<file path="config.mk">
export PLATFORM = sky130hd
export DESIGN_NAME = acs_converter_ctrl
export DESIGN_NICKNAME = d
export VERILOG_FILES = /design/src/design/acs_converter_ctrl.v
export VERILOG_INCLUDE_DIRS = /design/src /design/src/design
export SDC_FILE = /design/constraint.sdc
export NUM_CORES = 1
export LEC_CHECK = 0
export BUFFER_PORTS_ARGS = -buffer_cell sky130_fd_sc_hd__buf_2
export CORE_MARGIN = 3
export CORE_UTILIZATION = 52
export DETAILED_ROUTE_END_ITERATION = 7
export PLACE_DENSITY = 0.78
export SKIP_LAST_GASP = 1
export SYNTH_ARGS = -nofsm -noshare
export SYNTH_HDL_FRONTEND = slang
export SYNTH_SLANG_ARGS = --single-unit
</file>
<file path="constraint.sdc">
create_clock -name clock_i -period 2.28 [get_ports clock_i]
set_input_delay 0.342 -clock clock_i [delete_from_list [all_inputs] [get_ports clock_i]]
set_output_delay 0.342 -clock clock_i [all_outputs]
set_load 0.005 [all_outputs]
</file>
<file path="src/design/acs_map.vh">
// Register map, field positions and timing constants of the converter control block
`ifndef ACS_MAP_VH
`define ACS_MAP_VH
`define ACS_OFF_INPUT_SELECT   12'h07C
`define ACS_OFF_CONTROL_A      12'h07A
`define ACS_OFF_RESULT_LOW     12'h078
`define ACS_OFF_RESULT_HIGH    12'h079
`define ACS_OFF_IRQ_STATUS     12'h080
`define ACS_OFF_IRQ_MASK       12'h084
`define ACS_OFF_SLEEP_CTRL     12'h088
`define ACS_ADDR_W             12
// Input select fields
`define ACS_SEL_REF_HI         7
`define ACS_SEL_REF_LO         6
`define ACS_SEL_LEFT           5
`define ACS_SEL_CH_HI          3
`define ACS_SEL_CH_LO          0
`define ACS_SEL_WMASK          8'hEF
// Control A fields
`define ACS_CA_ENABLE          7
`define ACS_CA_START           6
`define ACS_CA_AUTO            5
`define ACS_CA_DONE            4
`define ACS_CA_IE              3
// Reference codes
`define ACS_REF_EXT            2'h0
`define ACS_REF_SUPPLY         2'h1
`define ACS_REF_RSVD           2'h2
`define ACS_REF_INT            2'h3
// Channel codes
`define ACS_CH_TEMP            4'h8
`define ACS_CH_BANDGAP         4'hE
`define ACS_CH_GROUND          4'hF
// Sleep mode codes
`define ACS_SLP_NONE           2'h0
`define ACS_SLP_IDLE           2'h1
`define ACS_SLP_LOWNOISE       2'h2
`define ACS_SLP_OTHER          2'h3
// Conversion length in system clocks, first conversion longer
`define ACS_CONV_CYCLES        8'h0D
`define ACS_FIRST_CYCLES       8'h19
`define ACS_RESULT_MAX         10'h3FF
`endif

</file>
<file path="src/design/acs_converter_ctrl.v">
// Converter input select, result presentation and sleep-time conversion control
//
// Chosen here: the APB register port.
`default_nettype none
`include "acs_map.vh"
// Contract
// - Entering low-noise or idle sleep starts a conversion once the CPU halts.
// - Sleep conversion completion wakes the CPU and requests the completion handler.
// - Earlier wake serves other interrupt; completion request still raised later.
// - Other sleep modes do not switch the converter off.
// - Result equals input times 1024 over reference, 0x000 to 0x3FF.
// - Result readable from low and high registers once done flag set.
// - Channel code 1000 routes and enables the temperature sensor.
// - Reference field bits 7:6: external, supply, reserved, internal 1.1V.
// - Reference change during conversion applies only after completion; in auto mode it waits for disable.
// - Left-align bit 5 changes result presentation immediately.
// - Bit 4 of the select register always reads zero.
// - Completion writes result, sets done flag, clears start in single mode.
// - Start bit reads one for the whole conversion.
// - Channel field: 0-7 external, 8 temperature, E bandgap, F ground.
module acs_converter_ctrl
(
  input  wire        clock_i,
  input  wire        rst_n_i,
  input  wire        psel_i,
  input  wire        penable_i,
  input  wire        pwrite_i,
  input  wire [11:0] paddr_i,
  input  wire [31:0] pwdata_i,
  output reg  [31:0] prdata_o,
  output reg         pready_o,
  output reg         pslverr_o,
  input  wire [9:0]  sample_i,
  input  wire [1:0]  sleep_mode_i,
  input  wire        cpu_halted_i,
  output reg  [3:0]  channel_o,
  output reg  [1:0]  reference_o,
  output reg         int_ref_on_o,
  output reg         temp_sensor_on_o,
  output reg         converter_on_o,
  output reg         busy_o,
  output reg         done_irq_o,
  output reg         wake_o,
  output reg         irq_o
);

  localparam ST_IDLE = 1'b0;
  localparam ST_CONV = 1'b1;

  // Read selector codes returned by the address decoder
  localparam RD_NONE  = 3'h0;
  localparam RD_SEL   = 3'h1;
  localparam RD_CTRL  = 3'h2;
  localparam RD_LOW   = 3'h3;
  localparam RD_HIGH  = 3'h4;
  localparam RD_STAT  = 3'h5;
  localparam RD_MASK  = 3'h6;
  localparam RD_SLEEP = 3'h7;

  reg        state_reg;
  reg [7:0]  select_reg;
  reg [7:0]  control_reg;
  reg [9:0]  result_reg;
  reg [7:0]  count_reg;
  reg        first_reg;
  reg [3:0]  chan_lat_reg;
  reg [1:0]  ref_lat_reg;
  reg        sleep_conv_reg;
  reg        halt_s1_reg;
  reg        halt_s2_reg;
  reg [1:0]  mode_s1_reg;
  reg [1:0]  mode_s2_reg;
  reg [9:0]  samp_s1_reg;
  reg [9:0]  samp_s2_reg;
  reg        halt_prev_reg;
  reg [1:0]  irq_stat_reg;
  reg [1:0]  irq_mask_reg;
  reg [1:0]  sleep_ctrl_reg;

  wire        access    = psel_i & penable_i;
  wire        wr        = access & pwrite_i;
  wire        rd_setup  = psel_i & ~penable_i & ~pwrite_i;
  wire        halt_rise = halt_s2_reg & ~halt_prev_reg;
  wire        quiet_mode = (mode_s2_reg == `ACS_SLP_IDLE) || (mode_s2_reg == `ACS_SLP_LOWNOISE);
  wire        enabled   = control_reg[`ACS_CA_ENABLE];
  wire        single    = ~control_reg[`ACS_CA_AUTO];
  wire        wr_ctrl   = wr && (paddr_i == `ACS_OFF_CONTROL_A);
  wire        sw_start  = wr_ctrl && pwdata_i[`ACS_CA_START] && pwdata_i[`ACS_CA_ENABLE];
  wire        sleep_go  = halt_rise && quiet_mode && enabled && single
                          && control_reg[`ACS_CA_IE] && state_reg == ST_IDLE;
  wire        finish    = (state_reg == ST_CONV) && (count_reg == 8'h01);
  wire        abort     = wr_ctrl && !pwdata_i[`ACS_CA_ENABLE];
  wire        done_evt  = finish && !abort;
  wire [7:0]  result_low;
  wire [7:0]  result_high;

  // Alignment is combinational on the stored result, so a flip applies at once
  assign result_low  = select_reg[`ACS_SEL_LEFT] ? {result_reg[1:0], 6'h00} : result_reg[7:0];
  assign result_high = select_reg[`ACS_SEL_LEFT] ? result_reg[9:2] : {6'h00, result_reg[9:8]};

  function [2:0] rd_sel;
    input [11:0] a;
    begin
      if (a == `ACS_OFF_INPUT_SELECT)
        rd_sel = 3'h1;
      else if (a == `ACS_OFF_CONTROL_A)
        rd_sel = 3'h2;
      else if (a == `ACS_OFF_RESULT_LOW)
        rd_sel = 3'h3;
      else if (a == `ACS_OFF_RESULT_HIGH)
        rd_sel = 3'h4;
      else if (a == `ACS_OFF_IRQ_STATUS)
        rd_sel = 3'h5;
      else if (a == `ACS_OFF_IRQ_MASK)
        rd_sel = 3'h6;
      else if (a == `ACS_OFF_SLEEP_CTRL)
        rd_sel = 3'h7;
      else
        rd_sel = 3'h0;
    end
  endfunction

  // Read data mux for one decoded register
  function [31:0] read_word;
    input [2:0] sel;
    input [7:0] sel_val;
    input [7:0] ctl_val;
    input [7:0] low_val;
    input [7:0] high_val;
    input [1:0] stat_val;
    input [1:0] mask_val;
    input [1:0] slp_val;
    begin
      if (sel == RD_SEL)
        read_word = {24'h000000, sel_val};
      else if (sel == RD_CTRL)
        read_word = {24'h000000, ctl_val};
      else if (sel == RD_LOW)
        read_word = {24'h000000, low_val};
      else if (sel == RD_HIGH)
        read_word = {24'h000000, high_val};
      else if (sel == RD_STAT)
        read_word = {30'h00000000, stat_val};
      else if (sel == RD_MASK)
        read_word = {30'h00000000, mask_val};
      else if (sel == RD_SLEEP)
        read_word = {30'h00000000, slp_val};
      else
        read_word = 32'h00000000;
    end
  endfunction

  // Pin inputs pass two flops before use
  always @(posedge clock_i or negedge rst_n_i)
  begin
    if (!rst_n_i)
    begin
      halt_s1_reg   <= 1'b0;
      halt_s2_reg   <= 1'b0;
      halt_prev_reg <= 1'b0;
      mode_s1_reg   <= 2'h0;
      mode_s2_reg   <= 2'h0;
      samp_s1_reg   <= 10'h000;
      samp_s2_reg   <= 10'h000;
    end
    else
    begin
      halt_s1_reg   <= cpu_halted_i;
      halt_s2_reg   <= halt_s1_reg;
      halt_prev_reg <= halt_s2_reg;
      mode_s1_reg   <= sleep_mode_i;
      mode_s2_reg   <= mode_s1_reg;
      samp_s1_reg   <= sample_i;
      samp_s2_reg   <= samp_s1_reg;
    end
  end

  // Registers, conversion sequencer and bus
  always @(posedge clock_i or negedge rst_n_i)
  begin
    if (!rst_n_i)
    begin
      state_reg      <= ST_IDLE;
      select_reg     <= 8'h00;
      control_reg    <= 8'h00;
      result_reg     <= 10'h000;
      count_reg      <= 8'h00;
      first_reg      <= 1'b1;
      chan_lat_reg   <= 4'h0;
      ref_lat_reg    <= 2'h0;
      sleep_conv_reg <= 1'b0;
    end
    else
    begin
      if (wr && paddr_i == `ACS_OFF_INPUT_SELECT)
        select_reg <= pwdata_i[7:0] & `ACS_SEL_WMASK;
      if (wr_ctrl)
      begin
        control_reg[`ACS_CA_ENABLE] <= pwdata_i[`ACS_CA_ENABLE];
        control_reg[`ACS_CA_AUTO]   <= pwdata_i[`ACS_CA_AUTO];
        control_reg[`ACS_CA_IE]     <= pwdata_i[`ACS_CA_IE];
        control_reg[2:0]            <= pwdata_i[2:0];
        if (pwdata_i[`ACS_CA_DONE])
          control_reg[`ACS_CA_DONE] <= 1'b0;
        if (!pwdata_i[`ACS_CA_ENABLE])
          first_reg <= 1'b1;
      end
      // Selection tracks the register until a conversion starts
      if (state_reg == ST_IDLE)
      begin
        chan_lat_reg <= select_reg[`ACS_SEL_CH_HI:`ACS_SEL_CH_LO];
        ref_lat_reg  <= select_reg[`ACS_SEL_REF_HI:`ACS_SEL_REF_LO];
      end
      case (state_reg)
        ST_IDLE:
        begin
          if (sw_start || sleep_go)
          begin
            state_reg                  <= ST_CONV;
            control_reg[`ACS_CA_START] <= 1'b1;
            count_reg                  <= first_reg ? `ACS_FIRST_CYCLES : `ACS_CONV_CYCLES;
            first_reg                  <= 1'b0;
            sleep_conv_reg             <= sleep_go;
          end
        end
        ST_CONV:
        begin
          count_reg <= count_reg - 8'h01;
          if (abort)
          begin
            // Disabling aborts the conversion with no result
            state_reg                  <= ST_IDLE;
            control_reg[`ACS_CA_START] <= 1'b0;
            sleep_conv_reg             <= 1'b0;
          end
          else if (finish)
          begin
            result_reg                <= samp_s2_reg;
            control_reg[`ACS_CA_DONE] <= 1'b1;
            sleep_conv_reg <= 1'b0;
            if (single)
            begin
              state_reg                  <= ST_IDLE;
              control_reg[`ACS_CA_START] <= 1'b0;
            end
            else
              count_reg <= `ACS_CONV_CYCLES;
          end
        end
        default:
          state_reg <= ST_IDLE;
      endcase
    end
  end

  // Zero-wait slave: ready, error and read data launch in the setup cycle,
  // so they stand at the access edge where the master samples them
  always @(posedge clock_i or negedge rst_n_i)
  begin
    if (!rst_n_i)
    begin
      prdata_o  <= 32'h00000000;
      pready_o  <= 1'b0;
      pslverr_o <= 1'b0;
    end
    else
    begin
      pready_o  <= psel_i & ~penable_i;
      pslverr_o <= psel_i & ~penable_i & (rd_sel(paddr_i) == RD_NONE);
      if (rd_setup)
        prdata_o <= read_word(rd_sel(paddr_i), select_reg, control_reg, result_low, result_high,
                              irq_stat_reg, irq_mask_reg, sleep_ctrl_reg);
    end
  end

  // Interrupt mask and sleep control storage
  always @(posedge clock_i or negedge rst_n_i)
  begin
    if (!rst_n_i)
    begin
      irq_mask_reg   <= 2'h0;
      sleep_ctrl_reg <= 2'h0;
    end
    else
    begin
      if (wr && paddr_i == `ACS_OFF_IRQ_MASK)
        irq_mask_reg <= pwdata_i[1:0];
      if (wr && paddr_i == `ACS_OFF_SLEEP_CTRL)
        sleep_ctrl_reg <= pwdata_i[1:0];
    end
  end

  // Sticky status, cleared at the edge that latches its read data;
  // a completion in that same edge wins, so no event is lost
  always @(posedge clock_i or negedge rst_n_i)
  begin
    if (!rst_n_i)
      irq_stat_reg <= 2'h0;
    else
    begin
      if (rd_setup && paddr_i == `ACS_OFF_IRQ_STATUS)
        irq_stat_reg <= 2'h0;
      if (done_evt)
        irq_stat_reg[0] <= 1'b1;
      if (done_evt && sleep_conv_reg)
        irq_stat_reg[1] <= 1'b1;
    end
  end

  // Registered analog controls and busy flag
  always @(posedge clock_i or negedge rst_n_i)
  begin
    if (!rst_n_i)
    begin
      channel_o        <= 4'h0;
      reference_o      <= 2'h0;
      int_ref_on_o     <= 1'b0;
      temp_sensor_on_o <= 1'b0;
      converter_on_o   <= 1'b0;
      busy_o           <= 1'b0;
    end
    else
    begin
      channel_o        <= chan_lat_reg;
      reference_o      <= ref_lat_reg;
      int_ref_on_o     <= (ref_lat_reg == `ACS_REF_INT);
      temp_sensor_on_o <= (chan_lat_reg == `ACS_CH_TEMP);
      // Sleep mode never gates power here; software must clear enable
      converter_on_o   <= enabled;
      busy_o           <= (state_reg == ST_CONV);
    end
  end

  // Interrupt and wake outputs
  always @(posedge clock_i or negedge rst_n_i)
  begin
    if (!rst_n_i)
    begin
      done_irq_o <= 1'b0;
      wake_o     <= 1'b0;
      irq_o      <= 1'b0;
    end
    else
    begin
      // Request stays up until software clears the flag, even after an early wake
      done_irq_o <= control_reg[`ACS_CA_DONE] & control_reg[`ACS_CA_IE];
      // An aborted conversion must not wake the core
      wake_o     <= done_evt & sleep_conv_reg & halt_s2_reg;
      irq_o      <= |(irq_stat_reg & irq_mask_reg);
    end
  end

endmodule
`default_nettype wire

</file>
=== After elaboration in Yosys (flattened, before gate mapping) ===
Cells that the tools add are included.

* Input bits: 62
* Register bits: 122

* Bitwise logic cells: 16
* Muxes and demuxes: 49
* Reduce and logical (&&, ||, !) cells: 27
* Equality and inequality tests: 22
* Add/subtract/negate cells: 1

{| class="wikitable"
|+ Operator list
! operator !! count
|-
| two-way mux 8 bit || 10
|-
| == test 12 x 7 -> 1 bit, second input constant || 4
|-
| == test 12 x 8 -> 1 bit, second input constant || 3
|-
| two-way mux 3 bit || 8
|-
| two-way mux 1 bit || 21
|-
| logical AND 1 bit || 16
|-
| one-hot mux 8 bit (2 select lines) || 1
|-
| == test 3 bit, second input constant || 4
|-
| two-way mux 5 bit || 2
|-
| AND 1 bit || 9
|-
| == test 8 x 1 -> 1 bit, second input constant || 1
|-
| two-way mux 2 bit || 4
|-
| subtractor 8 x 1 -> 8 bit, second input constant || 1
|-
| == test 3 x 2 -> 1 bit, second input constant || 2
|-
| inverter 1 bit || 6
|-
| one-hot mux 1 bit (2 select lines) || 3
|-
| AND reduction 3 bit || 2
|-
| == test 2 bit, second input constant || 2
|-
| == test 4 bit, second input constant || 1
|-
| nonzero test 2 bit || 2
|-
| == test 3 x 1 -> 1 bit, second input constant || 1
|-
| logical NOT 3 bit || 1
|-
| != test 3 x 1 -> 1 bit, second input constant || 1
|-
| != test 3 x 2 -> 1 bit, second input constant || 1
|-
| 7 further kinds || 9
|}

=== Longest topological paths before layout ===
Gate-level depths: netlist (run 1).

* Word-level depth: 17
* Depth in mapped cells: 7
* Gate-level depth less buffers: 6

=== Worst setup path before layout (run 1) ===
No wires, ideal clock.

* Kind: input-to-reg
* From: input port paddr_i[9]
* To: register result_reg[4]
* Setup slack: 396 ps
* Required time: 2,153 ps
* Stages: 5
* Arrival time: 1,756 ps
* Path through: or4_4 nor4_4 nor3_2 buf_6 mux2_1

* Cells in the longest elaborated chain, start to end: 5

{| class="wikitable"
|+ RTL lines
! element !! RTL line !! text
|-
| from (decl) || acs_converter_ctrl.v:28 || <nowiki>input wire [11:0] paddr_i,</nowiki>
|-
| == test 12 x 7 -> 1 bit (no source line) || -- ||
|-
| logical AND 1 bit || acs_converter_ctrl.v:87 || <nowiki>wire wr_ctrl = wr && (paddr_i == `ACS_OFF_CONTROL_A);</nowiki>
|-
| logical AND 1 bit || acs_converter_ctrl.v:92 || <nowiki>wire abort = wr_ctrl && !pwdata_i[`ACS_CA_ENABLE];</nowiki>
|-
| inverter 1 bit (no source line) || -- ||
|-
| AND reduction 3 bit (no source line) || -- ||
|-
| to (signal assigned) || acs_converter_ctrl.v:238 || <nowiki>result_reg <= samp_s2_reg;</nowiki>
|-
| to (decl) || acs_converter_ctrl.v:63 || <nowiki>reg [9:0] result_reg;</nowiki>
|}

No other way between the ends.
A chain may end at the register's enable or synchronous reset.

=== Worst setup path in the final report (run 1) ===
* From: register count_reg[1]
* To: register result_reg[1]

* Cells in the longest elaborated chain, start to end: 3

{| class="wikitable"
|+ RTL lines
! element !! RTL line !! text
|-
| from (decl) || acs_converter_ctrl.v:64 || <nowiki>reg [7:0] count_reg;</nowiki>
|-
| from (signal assigned) || acs_converter_ctrl.v:221 || <nowiki>count_reg <= first_reg ? `ACS_FIRST_CYCLES : `ACS_CONV_CYCLES;</nowiki>
|-
| from (signal assigned) || acs_converter_ctrl.v:228 || <nowiki>count_reg <= count_reg - 8'h01;</nowiki>
|-
| from (signal assigned) || acs_converter_ctrl.v:247 || <nowiki>count_reg <= `ACS_CONV_CYCLES;</nowiki>
|-
| == test 8 x 1 -> 1 bit || acs_converter_ctrl.v:91 || <nowiki>wire finish = (state_reg == ST_CONV) && (count_reg == 8'h01);</nowiki>
|-
| logical AND 1 bit || acs_converter_ctrl.v:91 ||
|-
| AND reduction 3 bit (no source line) || -- ||
|}

No other way between the ends.

==> results.py, run 1 <==
metrics = {
    "pwr": {
        "pwr-share-seq_pct": 54.9,
        "p_clk_share_pct": 32.4,
        "powerDensity_mw_per_mm2": 769,
        "sw_frac_of_total_pct": 27.5,
        "peakVddDrop_mv": 0.466,
        "internal-power_mw": 2.69,
        "power_mw": 3.70,
        "comb_power_share_pct": 12.7,
        "p_leak_nw": 2.34,
        "p_sw_mw": 1.02,
    },
    "drt": {
        "met1Wirelength_um": 3830,
        "viasPerCell": 5.45,
        "ant_nets": 0,
        "first_iter_violations": 194,
        "wl_um": 8550,
        "wl_met2_um": 4010,
        "wire_per_inst_um": 16.4,
        "dr_total_vias": 2844,
        "drcViolationCount": 0,
        "drt_pass1_iterations": 4,
        "top_layer_used": "met4",
        "wl_met3_um": 562,
    },
    "clock_network": {
        "postCtsSetupBuffers": 0,
        "clock_path_buffers": 2,
        "htree_levels": 3,
        "clock_insertion_delay_worst_skew_ps": 370,
        "cts_made_buffers": 9,
        "clk_pin_slew_ps": 100,
        "cts.sink_count": 98,
        "root_buffer": "clkbuf_8",
        "cts_tree": "yes",
    },
    "yosys": {
        "ys_ff_latch": 98,
        "syn_area_mm2": 0.00418,
        "synthArstFlopShare_pct": 100,
        "avgSynthCellArea_um2": 12.3,
        "seq_area_frac_synth_pct": 58.7,
        "synth-edff-count": 0,
        "yosys-top-cells-area": "dfrtp_1, mux2_1, buf_4, mux2_2, nand2_1",
        "ys_top_cells_by_count": "dfrtp_1, buf_4, nand2_1, mux2_1",
        "synth_top_flop_cell": "dfrtp_1",
        "synth_most_common_cell": "dfrtp_1",
        "yosys_warnings": 0,
        "yosysTopAreaCellShare_pct": 58.1,
        "syn_inst": 340,
        "yosys.area.top_type": "dfrtp_1",
        "synthDistinctLibCells": 58,
    },
    "die": {
        "core_mm2": 0.00777,
        "die_width_um": 95.6,
        "die_h_um": 95.6,
        "dieArea_mm2": 0.00915,
        "io_pins": 109,
        "fp-row-count": 32,
        "start_util_pct": 53.8,
    },
    "setup_path": {
        "rr_startpoint": "count_reg[1]",
        "cp.required_ps": 2530,
        "crit_family": "simple AND/OR/NAND/NOR gates",
        "cp_cell_sequence": "inv_1, ha_1, nand4b_1, nor3_4, mux2_1",
        "r2r-end": "result_reg[1]",
        "ff2ff_setup_slack_ps": 350,
        "crit_path_end_kind": "flip-flop",
        "r2r_cells": 5,
        "cp_slowest_cell": "nor3_4",
        "setup.worst_path.start_class": "flip-flop",
        "crit_type": "flip-flop to flip-flop",
        "path_max_fanout": 14,
        "slowest_delay_ps": 590,
        "path_buf_inv": 1,
        "cp.arrival_ps": 2180,
    },
    "grt": {
        "grt_pass1_vias": 2722,
        "grt_max_degree": 42,
        "grt_pass1_wl_um": 13600,
        "antenna_found_initial": 0,
        "globalRoute.totalOverflow": 0,
        "grtUsageTotal_pct": 19.9,
    },
    "worst_hold_path": {
        "hold_path.class": "input pin to flip-flop",
        "hold_path_end": "samp_s1_reg[3]",
        "min_path_cells": 1,
        "hp-start": "sample_i[3]",
    },
    "flow_run": {
        "maxCapViolCount": 0,
    },
    "status": {
        "status": "completed",
    },
    "timing": {
        "fmax_mhz": 518,
        "slew_headroom_pct": 45.5,
        "finalSetupViolCount": 0,
        "tightest_slew_ps": 812,
        "slew_viol_final": 0,
        "rsz0062_at_grt": "no",
        "hold_violations": 0,
        "fin_skew_ps": 12.4,
        "fin_crit_sh_pct": 84.7,
        "tns_ps": 0,
        "layout_min_cycle_time_ps": 1930,
    },
    "place": {
        "place.gp.congestion": 0.918,
        "dpl_cell_area_mm2": 0.00458,
        "hpwl_um": 6140,
        "port-buffer-count": 60,
    },
    "layout": {
        "antenna_cells": 0,
        "syn2layout_area_growth_pct": 15.2,
        "finish.utilization_pct": 62.0,
        "n_fill_cell": 628,
        "nets": 479,
        "drive_gt1_share_pct": 27.6,
        "finalInstanceArea_mm2": 0.00481,
    },
}
cell usage in the layout (no fill, tap or decap), types with 2 or more instances in the layout:
| master | n |
|---|---|
| a211oi_1 | 3 |
| a21o_1 | 6 |
| a21oi_1 | 6 |
| a221oi_1 | 3 |
| a22o_1 | 2 |
| a22oi_1 | 5 |
| a2bb2oi_1 | 2 |
| a31oi_1 | 2 |
| and2_1 | 4 |
| and3_1 | 3 |
| buf_2 | 59 |
| buf_4 | 14 |
| clkbuf_8 | 10 |
| conb_1 | 24 |
| dfrtp_1 | 97 |
| ha_1 | 2 |
| inv_1 | 7 |
| inv_6 | 2 |
| inv_8 | 2 |
| mux2_1 | 17 |
| mux2_2 | 16 |
| mux2i_1 | 2 |
| nand2_1 | 22 |
| nand2b_1 | 3 |
| nand3_1 | 11 |
| nand3b_1 | 4 |
| nand4_1 | 3 |
| nand4b_1 | 4 |
| nor2_1 | 16 |
| nor2b_1 | 3 |
| nor3_1 | 7 |
| nor4_2 | 2 |
| nor4b_1 | 2 |
| o21ai_0 | 8 |
| o21ai_1 | 8 |
| o221ai_1 | 7 |
| or3_1 | 2 |
| or4_1 | 3 |
| xor2_1 | 2 |
cell type report:
type                            count  area [um2]  share of cell area, %
Sequential cell                    98        2450                   51.0
Multi-Input combinational cell    224        1560                   32.5
Clock inverter                      5        70.1                   1.46
Clock buffer                       11         141                   2.94
Timing Repair Buffer               75         430                   8.94
Inverter                            7        26.3                  0.546
Tap cell                          102         128                   2.65
worst max-delay path by stage:
stage	start	end	slack, ps	cells after the start
floorplan	paddr_i[9]	result_reg[4]	400	5
global placement	count_reg[2]	result_reg[5]	160	4
detailed placement	count_reg[1]	result_reg[7]	110	5
CTS	count_reg[2]	result_reg[7]	90	4
global route	count_reg[1]	count_reg[0]	160	8
finish	count_reg[1]	result_reg[1]	350	5
per-stage QoR:
step                cells  hold slack [ps]  setup WS, ps
floorplan             363             46.4           396
global placement      505              332           160
detailed placement    505              335           109
CTS                   522             62.1          94.9
global route          522             55.1           156
finish                522             68.8           350
cell families (layout without fill, tap and decap cells):
logic type                 Yosys count  count (layout)  share of synthesized area (%)
AOI/OAI and AO/OA                   60              60                           10.2
xor gates and xnor gates             3               3                          0.629
adders and majority gates            2               2                          0.599
buffers and inverters               41              98                           6.08
DFF                                 98              98                           58.7
muxes                               35              35                           9.37
other                                1              24                         0.0898
and+or+nand+nor                    100             100                           14.3
power by group through the flow:
stage	logic (mW)	registers, mW	clock network, mW
finish	0.472	2.03	1.20
global route	0.541	2.05	1.29
CTS	0.478	2.03	1.22
detailed placement	0.478	2.06	0
global placement	0.449	2.05	0
floorplan	0.340	2.02	0
timing repair:
action                     CTS  global route
resized for setup            0             1
hold endpoints to repair    38             0
hold buffers                 1             0
setup endpoints to repair    0            10
per-layer routing:
layer / GRT usage [%] / vias up
li1: - / 1332
met4: 7.46 / 0
met1: 28.4 / 1405
met3: 4.18 / 13
met5: 0 / -
met2: 30.2 / 94
No activity file was read; power rests on OpenSTA's default activity.
==> run 2, diff against run 1 <==
==> constraint.sdc (replaced) <==
create_clock -name clock_i -period 2 [get_ports clock_i]
set_input_delay 0.3 -clock clock_i [delete_from_list [all_inputs] [get_ports clock_i]]
set_output_delay 0.3 -clock clock_i [all_outputs]
set_load 0.005 [all_outputs]
==> results.py, run 2 (synthesis gave the netlist of run 1 again) <==
metrics = {
    "layout": {
        "antenna_cells": 0,
        "layout_commonest_cell": "dfrtp_1",
        "nets": 498,
        "syn2layout_area_growth_pct": 18.7,
        "layout_common_cells": "dfrtp_1, buf_2, buf_4",
        "drive_gt1_share_pct": 31.0,
        "finalInstanceArea_mm2": 0.00496,
    },
    "pwr": {
        "p_clk_share_pct": 29.1,
        "pwr-share-seq_pct": 53.9,
        "p_leak_nw": 2.43,
        "powerDensity_mw_per_mm2": 853,
        "peakVddDrop_mv": 0.513,
        "p_sw_mw": 1.19,
        "internal-power_mw": 3.04,
        "sw_frac_of_total_pct": 28.1,
        "comb_power_share_pct": 17.0,
    },
    "drt": {
        "drt_pass1_iterations": 5,
        "drcViolationCount": 0,
        "first_iter_violations": 251,
        "wire_per_inst_um": 15.8,
        "wl_um": 8560,
        "dr_total_vias": 2976,
        "ant_nets": 0,
        "viasPerCell": 5.50,
    },
    "status": {
        "status": "completed",
    },
    "clock_network": {
        "clock_path_buffers": 2,
        "clock_insertion_delay_worst_skew_ps": 350,
        "clk_pin_slew_ps": 100,
        "cts.sink_count": 98,
        "htree_levels": 3,
        "root_buffer": "clkbuf_8",
        "cts_made_buffers": 9,
        "cts_tree": "yes",
    },
    "setup_path": {
        "cp-endpoint": "count_reg[2]",
        "r2r_cells": 6,
        "startpoint": "count_reg[4]",
        "cp.arrival_ps": 2150,
        "path_max_fanout": 7,
        "cp_slowest_cell": "dfrtp_1",
        "r2r-end": "count_reg[2]",
        "crit_path_end_kind": "flip-flop",
        "cp_cell_sequence": "nor3_2, nand4b_1, buf_4, o31ai_4, o22a_1, o221a_1",
        "crit_family": "compound AO/OA/AOI/OAI gates",
        "setup.worst_path.start_class": "flip-flop",
        "rr_startpoint": "count_reg[4]",
        "cp.required_ps": 2300,
        "crit_type": "flip-flop to flip-flop",
        "cp.depth": 6,
        "slowest_delay_ps": 400,
        "path_buf_inv": 1,
        "ff2ff_setup_slack_ps": 150,
    },
    "timing": {
        "fin_skew_ps": 11.8,
        "fin_hold_ws_ps": 45.4,
        "finalSetupViolCount": 0,
        "layout_min_cycle_time_ps": 1850,
        "setup_ws_ps": 146,
        "slew_viol_final": 0,
        "rsz0062_at_grt": "no",
        "slew_headroom_pct": 44.0,
        "fmax_mhz": 539,
        "fin_crit_sh_pct": 92.7,
        "hold_violations": 0,
        "tns_ps": 0,
        "tightest_slew_ps": 834,
    },
    "die": {
        "die_width_um": 95.6,
        "start_util_pct": 53.8,
        "fp-row-count": 32,
        "core_mm2": 0.00777,
        "dieArea_mm2": 0.00915,
        "io_pins": 109,
        "die_h_um": 95.6,
    },
    "place": {
        "place.gp.congestion": 0.935,
        "dpl_cell_area_mm2": 0.00472,
        "port-buffer-count": 60,
        "hpwl_um": 6380,
        "place_worst_setup_slack_ps": -211,
    },
    "worst_hold_path": {
        "hold_path.class": "input pin to flip-flop",
    },
    "grt": {
        "grtUsageTotal_pct": 19.9,
        "grt_pass1_vias": 2911,
        "grt_pass1_wl_um": 14000,
        "globalRoute.totalOverflow": 0,
        "grt_max_degree": 36,
        "antenna_found_initial": 0,
    },
    "flow_run": {
        "maxCapViolCount": 0,
    },
}
run 2: repair_timing:
item,in CTS,in global routing
resized for setup,1,1
pin swaps,0,1
setup endpoints to repair,12,16
hold buffers,1,0
cloned,0,0
hold endpoints to repair,24,0
buffers inserted,0,1
run 2: area by class of cell:
| class | count | area [um2] |
|---|---|---|
| fillers | 601 | 2810 |
| flip-flops and latches | 98 | 2450 |
| multi-input cells | 224 | 1570 |
| repair buffers | 94 | 586 |
| clock buffers | 10 | 138 |
| well taps | 102 | 128 |
| clock inverters | 6 | 56.3 |
| inverters | 7 | 26.3 |
run 2: worst min-delay path by stage:
stage	start	endpoint	slack, ps	cells past startpoint
after floorplan	rst_n_i	busy_o	4	0
after global placement	rst_n_i	samp_s2_reg[0]	240	1
after detailed placement	rst_n_i	samp_s2_reg[1]	240	1
after CTS	sample_i[7]	samp_s1_reg[7]	40	1
after global routing	sample_i[8]	samp_s1_reg[8]	20	1
final	cpu_halted_i	halt_s1_reg	50	1
run 2: per-stage QoR:
| step | total power, mW | util [%] | std cells |
|---|---|---|---|
| after CTS | 4.25 | 63.5 | 540 |
| after global placement | 2.97 | 60.8 | 523 |
| after detailed placement | 3.03 | 60.8 | 523 |
| final | 4.23 | 63.8 | 541 |
| after global routing | 4.46 | 63.8 | 541 |
| after floorplan | 2.69 | - | 363 |
run 2: power groups by stage:
stage / combinational (mW) / clock (mW) / sequential, mW
final: 0.718 / 1.23 / 2.28
after global routing: 0.803 / 1.35 / 2.30
after CTS: 0.715 / 1.25 / 2.28
after detailed placement: 0.710 / 0 / 2.32
after floorplan: 0.388 / 0 / 2.30
after global placement: 0.669 / 0 / 2.31
run 2: metal layers:
layer / wire [um] / GRT usage [%] / vias to the layer above
met5: 0 / 0 / -
met3: 645 / 2.92 / 13
met1: 3740 / 27.8 / 1457
met2: 4090 / 32.1 / 127
met4: 89 / 6.99 / 0
li1: - / - / 1379
==> run 3, diff against run 2 <==
--- a/config.mk
+++ b/config.mk
@@ -8,9 +8,10 @@
 export LEC_CHECK = 0
 export BUFFER_PORTS_ARGS = -buffer_cell sky130_fd_sc_hd__buf_2
 export CORE_MARGIN = 3
-export CORE_UTILIZATION = 52
+export CORE_UTILIZATION = 45
+export CTS_BUF_LIST = sky130_fd_sc_hd__clkbuf_16
 export DETAILED_ROUTE_END_ITERATION = 7
-export PLACE_DENSITY = 0.78
+export PLACE_DENSITY = 0.69
 export SKIP_LAST_GASP = 1
 export SYNTH_ARGS = -nofsm -noshare
 export SYNTH_HDL_FRONTEND = slang
==> results.py, run 3 (synthesis gave the netlist of run 1 again) <==
metrics = {
    "setup_path": {
        "cp.depth": 8,
        "r2r-end": "count_reg[0]",
        "r2r_cells": 7,
        "cp.arrival_ps": 2060,
        "startpoint": "paddr_i[9]",
        "cp_cell_sequence": "buf_2, or4_4, buf_4, nor4_2, buf_4, a211oi_1, a31oi_1, o21ai_1",
        "path_buf_inv": 3,
        "slowest_delay_ps": 570,
        "ff2ff_setup_slack_ps": 150,
        "path_max_fanout": 11,
        "crit_type": "input pin to flip-flop",
        "cp-endpoint": "sleep_conv_reg",
        "cp_slowest_cell": "or4_4",
        "crit_family": "simple AND/OR/NAND/NOR gates",
        "setup.worst_path.start_class": "input pin",
        "crit_path_end_kind": "flip-flop",
        "critPathMostFrequentCell": "buf_4",
        "rr_startpoint": "count_reg[4]",
        "cp.required_ps": 2220,
    },
    "pwr": {
        "peakVddDrop_mv": 0.517,
        "powerDensity_mw_per_mm2": 902,
        "p_leak_nw": 2.49,
    },
    "die": {
        "io_pins": 109,
        "core_mm2": 0.00885,
        "die_h_um": 102,
        "fp-row-count": 34,
        "die_width_um": 102,
        "start_util_pct": 47.2,
        "dieArea_mm2": 0.0105,
    },
    "flow_run": {
        "maxCapViolCount": 0,
    },
    "worst_hold_path": {
        "hold_path.class": "input pin to flip-flop",
    },
    "clock_network": {
        "cts.sink_count": 98,
        "htree_levels": 3,
        "cts_made_buffers": 9,
        "clock_path_buffers": 2,
        "clock_insertion_delay_worst_skew_ps": 340,
        "clk_pin_slew_ps": 70,
        "root_buffer": "clkbuf_16",
        "cts_tree": "yes",
    },
    "layout": {
        "layout_commonest_cell": "dfrtp_1",
        "layout.cells.non_filler": 553,
        "antenna_cells": 0,
        "n_fill_cell": 745,
        "layout_common_cells": "dfrtp_1, buf_2, buf_4",
        "syn2layout_area_growth_pct": 22.0,
        "drive_gt1_share_pct": 31.7,
        "finish.utilization_pct": 57.6,
        "nets": 504,
    },
    "grt": {
        "grt_use_met1_pct": 24.9,
        "grtUsageTotal_pct": 18.0,
        "grt_busiest_layer": "met2",
        "grt_pass1_wl_um": 14500,
        "use_met3_pct": 4.44,
        "antenna_found_initial": 0,
        "grt_max_degree": 48,
        "grt_use_met2_pct": 28.0,
        "globalRoute.totalOverflow": 0,
        "grt_pass1_vias": 2901,
    },
    "place": {
        "hpwl_um": 6460,
        "place.gp.congestion": 0.916,
        "dpl.cell_count": 535,
        "port-buffer-count": 60,
    },
    "timing": {
        "rsz0062_at_grt": "no",
        "slew_headroom_pct": 41.0,
        "fin_crit_sh_pct": 92.3,
        "slew_viol_final": 0,
        "fin_skew_ps": 8.18,
        "fmax_mhz": 542,
        "tightest_slew_ps": 880,
        "finalSetupViolCount": 0,
        "hold_violations": 0,
        "layout_min_cycle_time_ps": 1850,
    },
    "drt": {
        "wl_um": 8860,
        "dr_total_vias": 3013,
        "wire_per_inst_um": 16.0,
        "viasPerCell": 5.45,
        "ant_nets": 0,
        "drt_pass1_iterations": 6,
        "drcViolationCount": 0,
        "first_iter_violations": 211,
    },
    "status": {
        "status": "completed",
    },
}
-- run 3: cell count changes in the layout (fill, tap and decap cells not counted) --
cell / change
clkbuf_8: -10
clkbuf_16: +9
buf_4: +6
inv_6: -2
clkinv_2: +1
clkinvlp_4: +1
inv_1: +1
-- run 3: worst min-delay path by stage --
stage	from	endpoint	slack [ps]	cells after the start
after global placement	rst_n_i	mode_s1_reg[0]	280	1
after floorplan	rst_n_i	busy_o	4	0
after detailed placement	rst_n_i	mode_s1_reg[0]	290	1
after CTS	sample_i[3]	samp_s1_reg[3]	50	1
after global routing	sample_i[3]	samp_s1_reg[3]	50	1
final	sample_i[7]	samp_s1_reg[7]	60	1
-- run 3: final cells by class --
cell class | count | area (um2) | share of cell area, %
clock inverters | 7 | 55.1 | 1.08
multi-input cells | 224 | 1570 | 30.8
inverters | 7 | 26.3 | 0.515
repair buffers | 100 | 631 | 12.4
flip-flops and latches | 98 | 2450 | 48.1
clock buffers | 9 | 225 | 4.42
well taps | 108 | 135 | 2.65
-- run 3: power breakdown --
group | internal [mW] | switching, mW | total (mW)
combinational | 0.364 | 0.334 | 0.698
clock | 0.856 | 0.761 | 1.62
sequential | 2.16 | 0.127 | 2.28
-- run 3: metrics by stage --
step | TNS [ps] | total power, mW | worst slack (ps) | hold WS [ps] | area, um2
floorplan | 0 | 2.69 | 148 | 4.41 | 4260
global placement | -2250 | 2.97 | -194 | 282 | 4770
detailed placement | -2300 | 3.01 | -174 | 287 | 4770
CTS | 0 | 4.63 | 10.7 | 53.1 | 5070
global route | 0 | 4.84 | 12.8 | 45.9 | 5100
finish | 0 | 4.60 | 154 | 64.0 | 5100
-- run 3: repair_timing --
item	CTS	global route
hold buffers	1	0
setup buffers	0	1
pin swaps	0	1
gates resized for setup	1	1
setup endpoints to repair	11	16
endpoints found under the hold margin	35	0
-- run 3: worst reg2reg max path: stages, from the launching register on --
cell	delay [ps]
dfrtp_1	390
nor3_2	220
nand4b_1	230
buf_4	230
o31ai_4	330
buf_4	200
nor2_1	40
a21oi_1	130
-- run 3: per-layer routing --
layer	up-vias	part of all wire, %
li1	1394	-
met1	1491	45
met2	114	46
met3	14	6.9
met4	0	1.5
met5	-	0
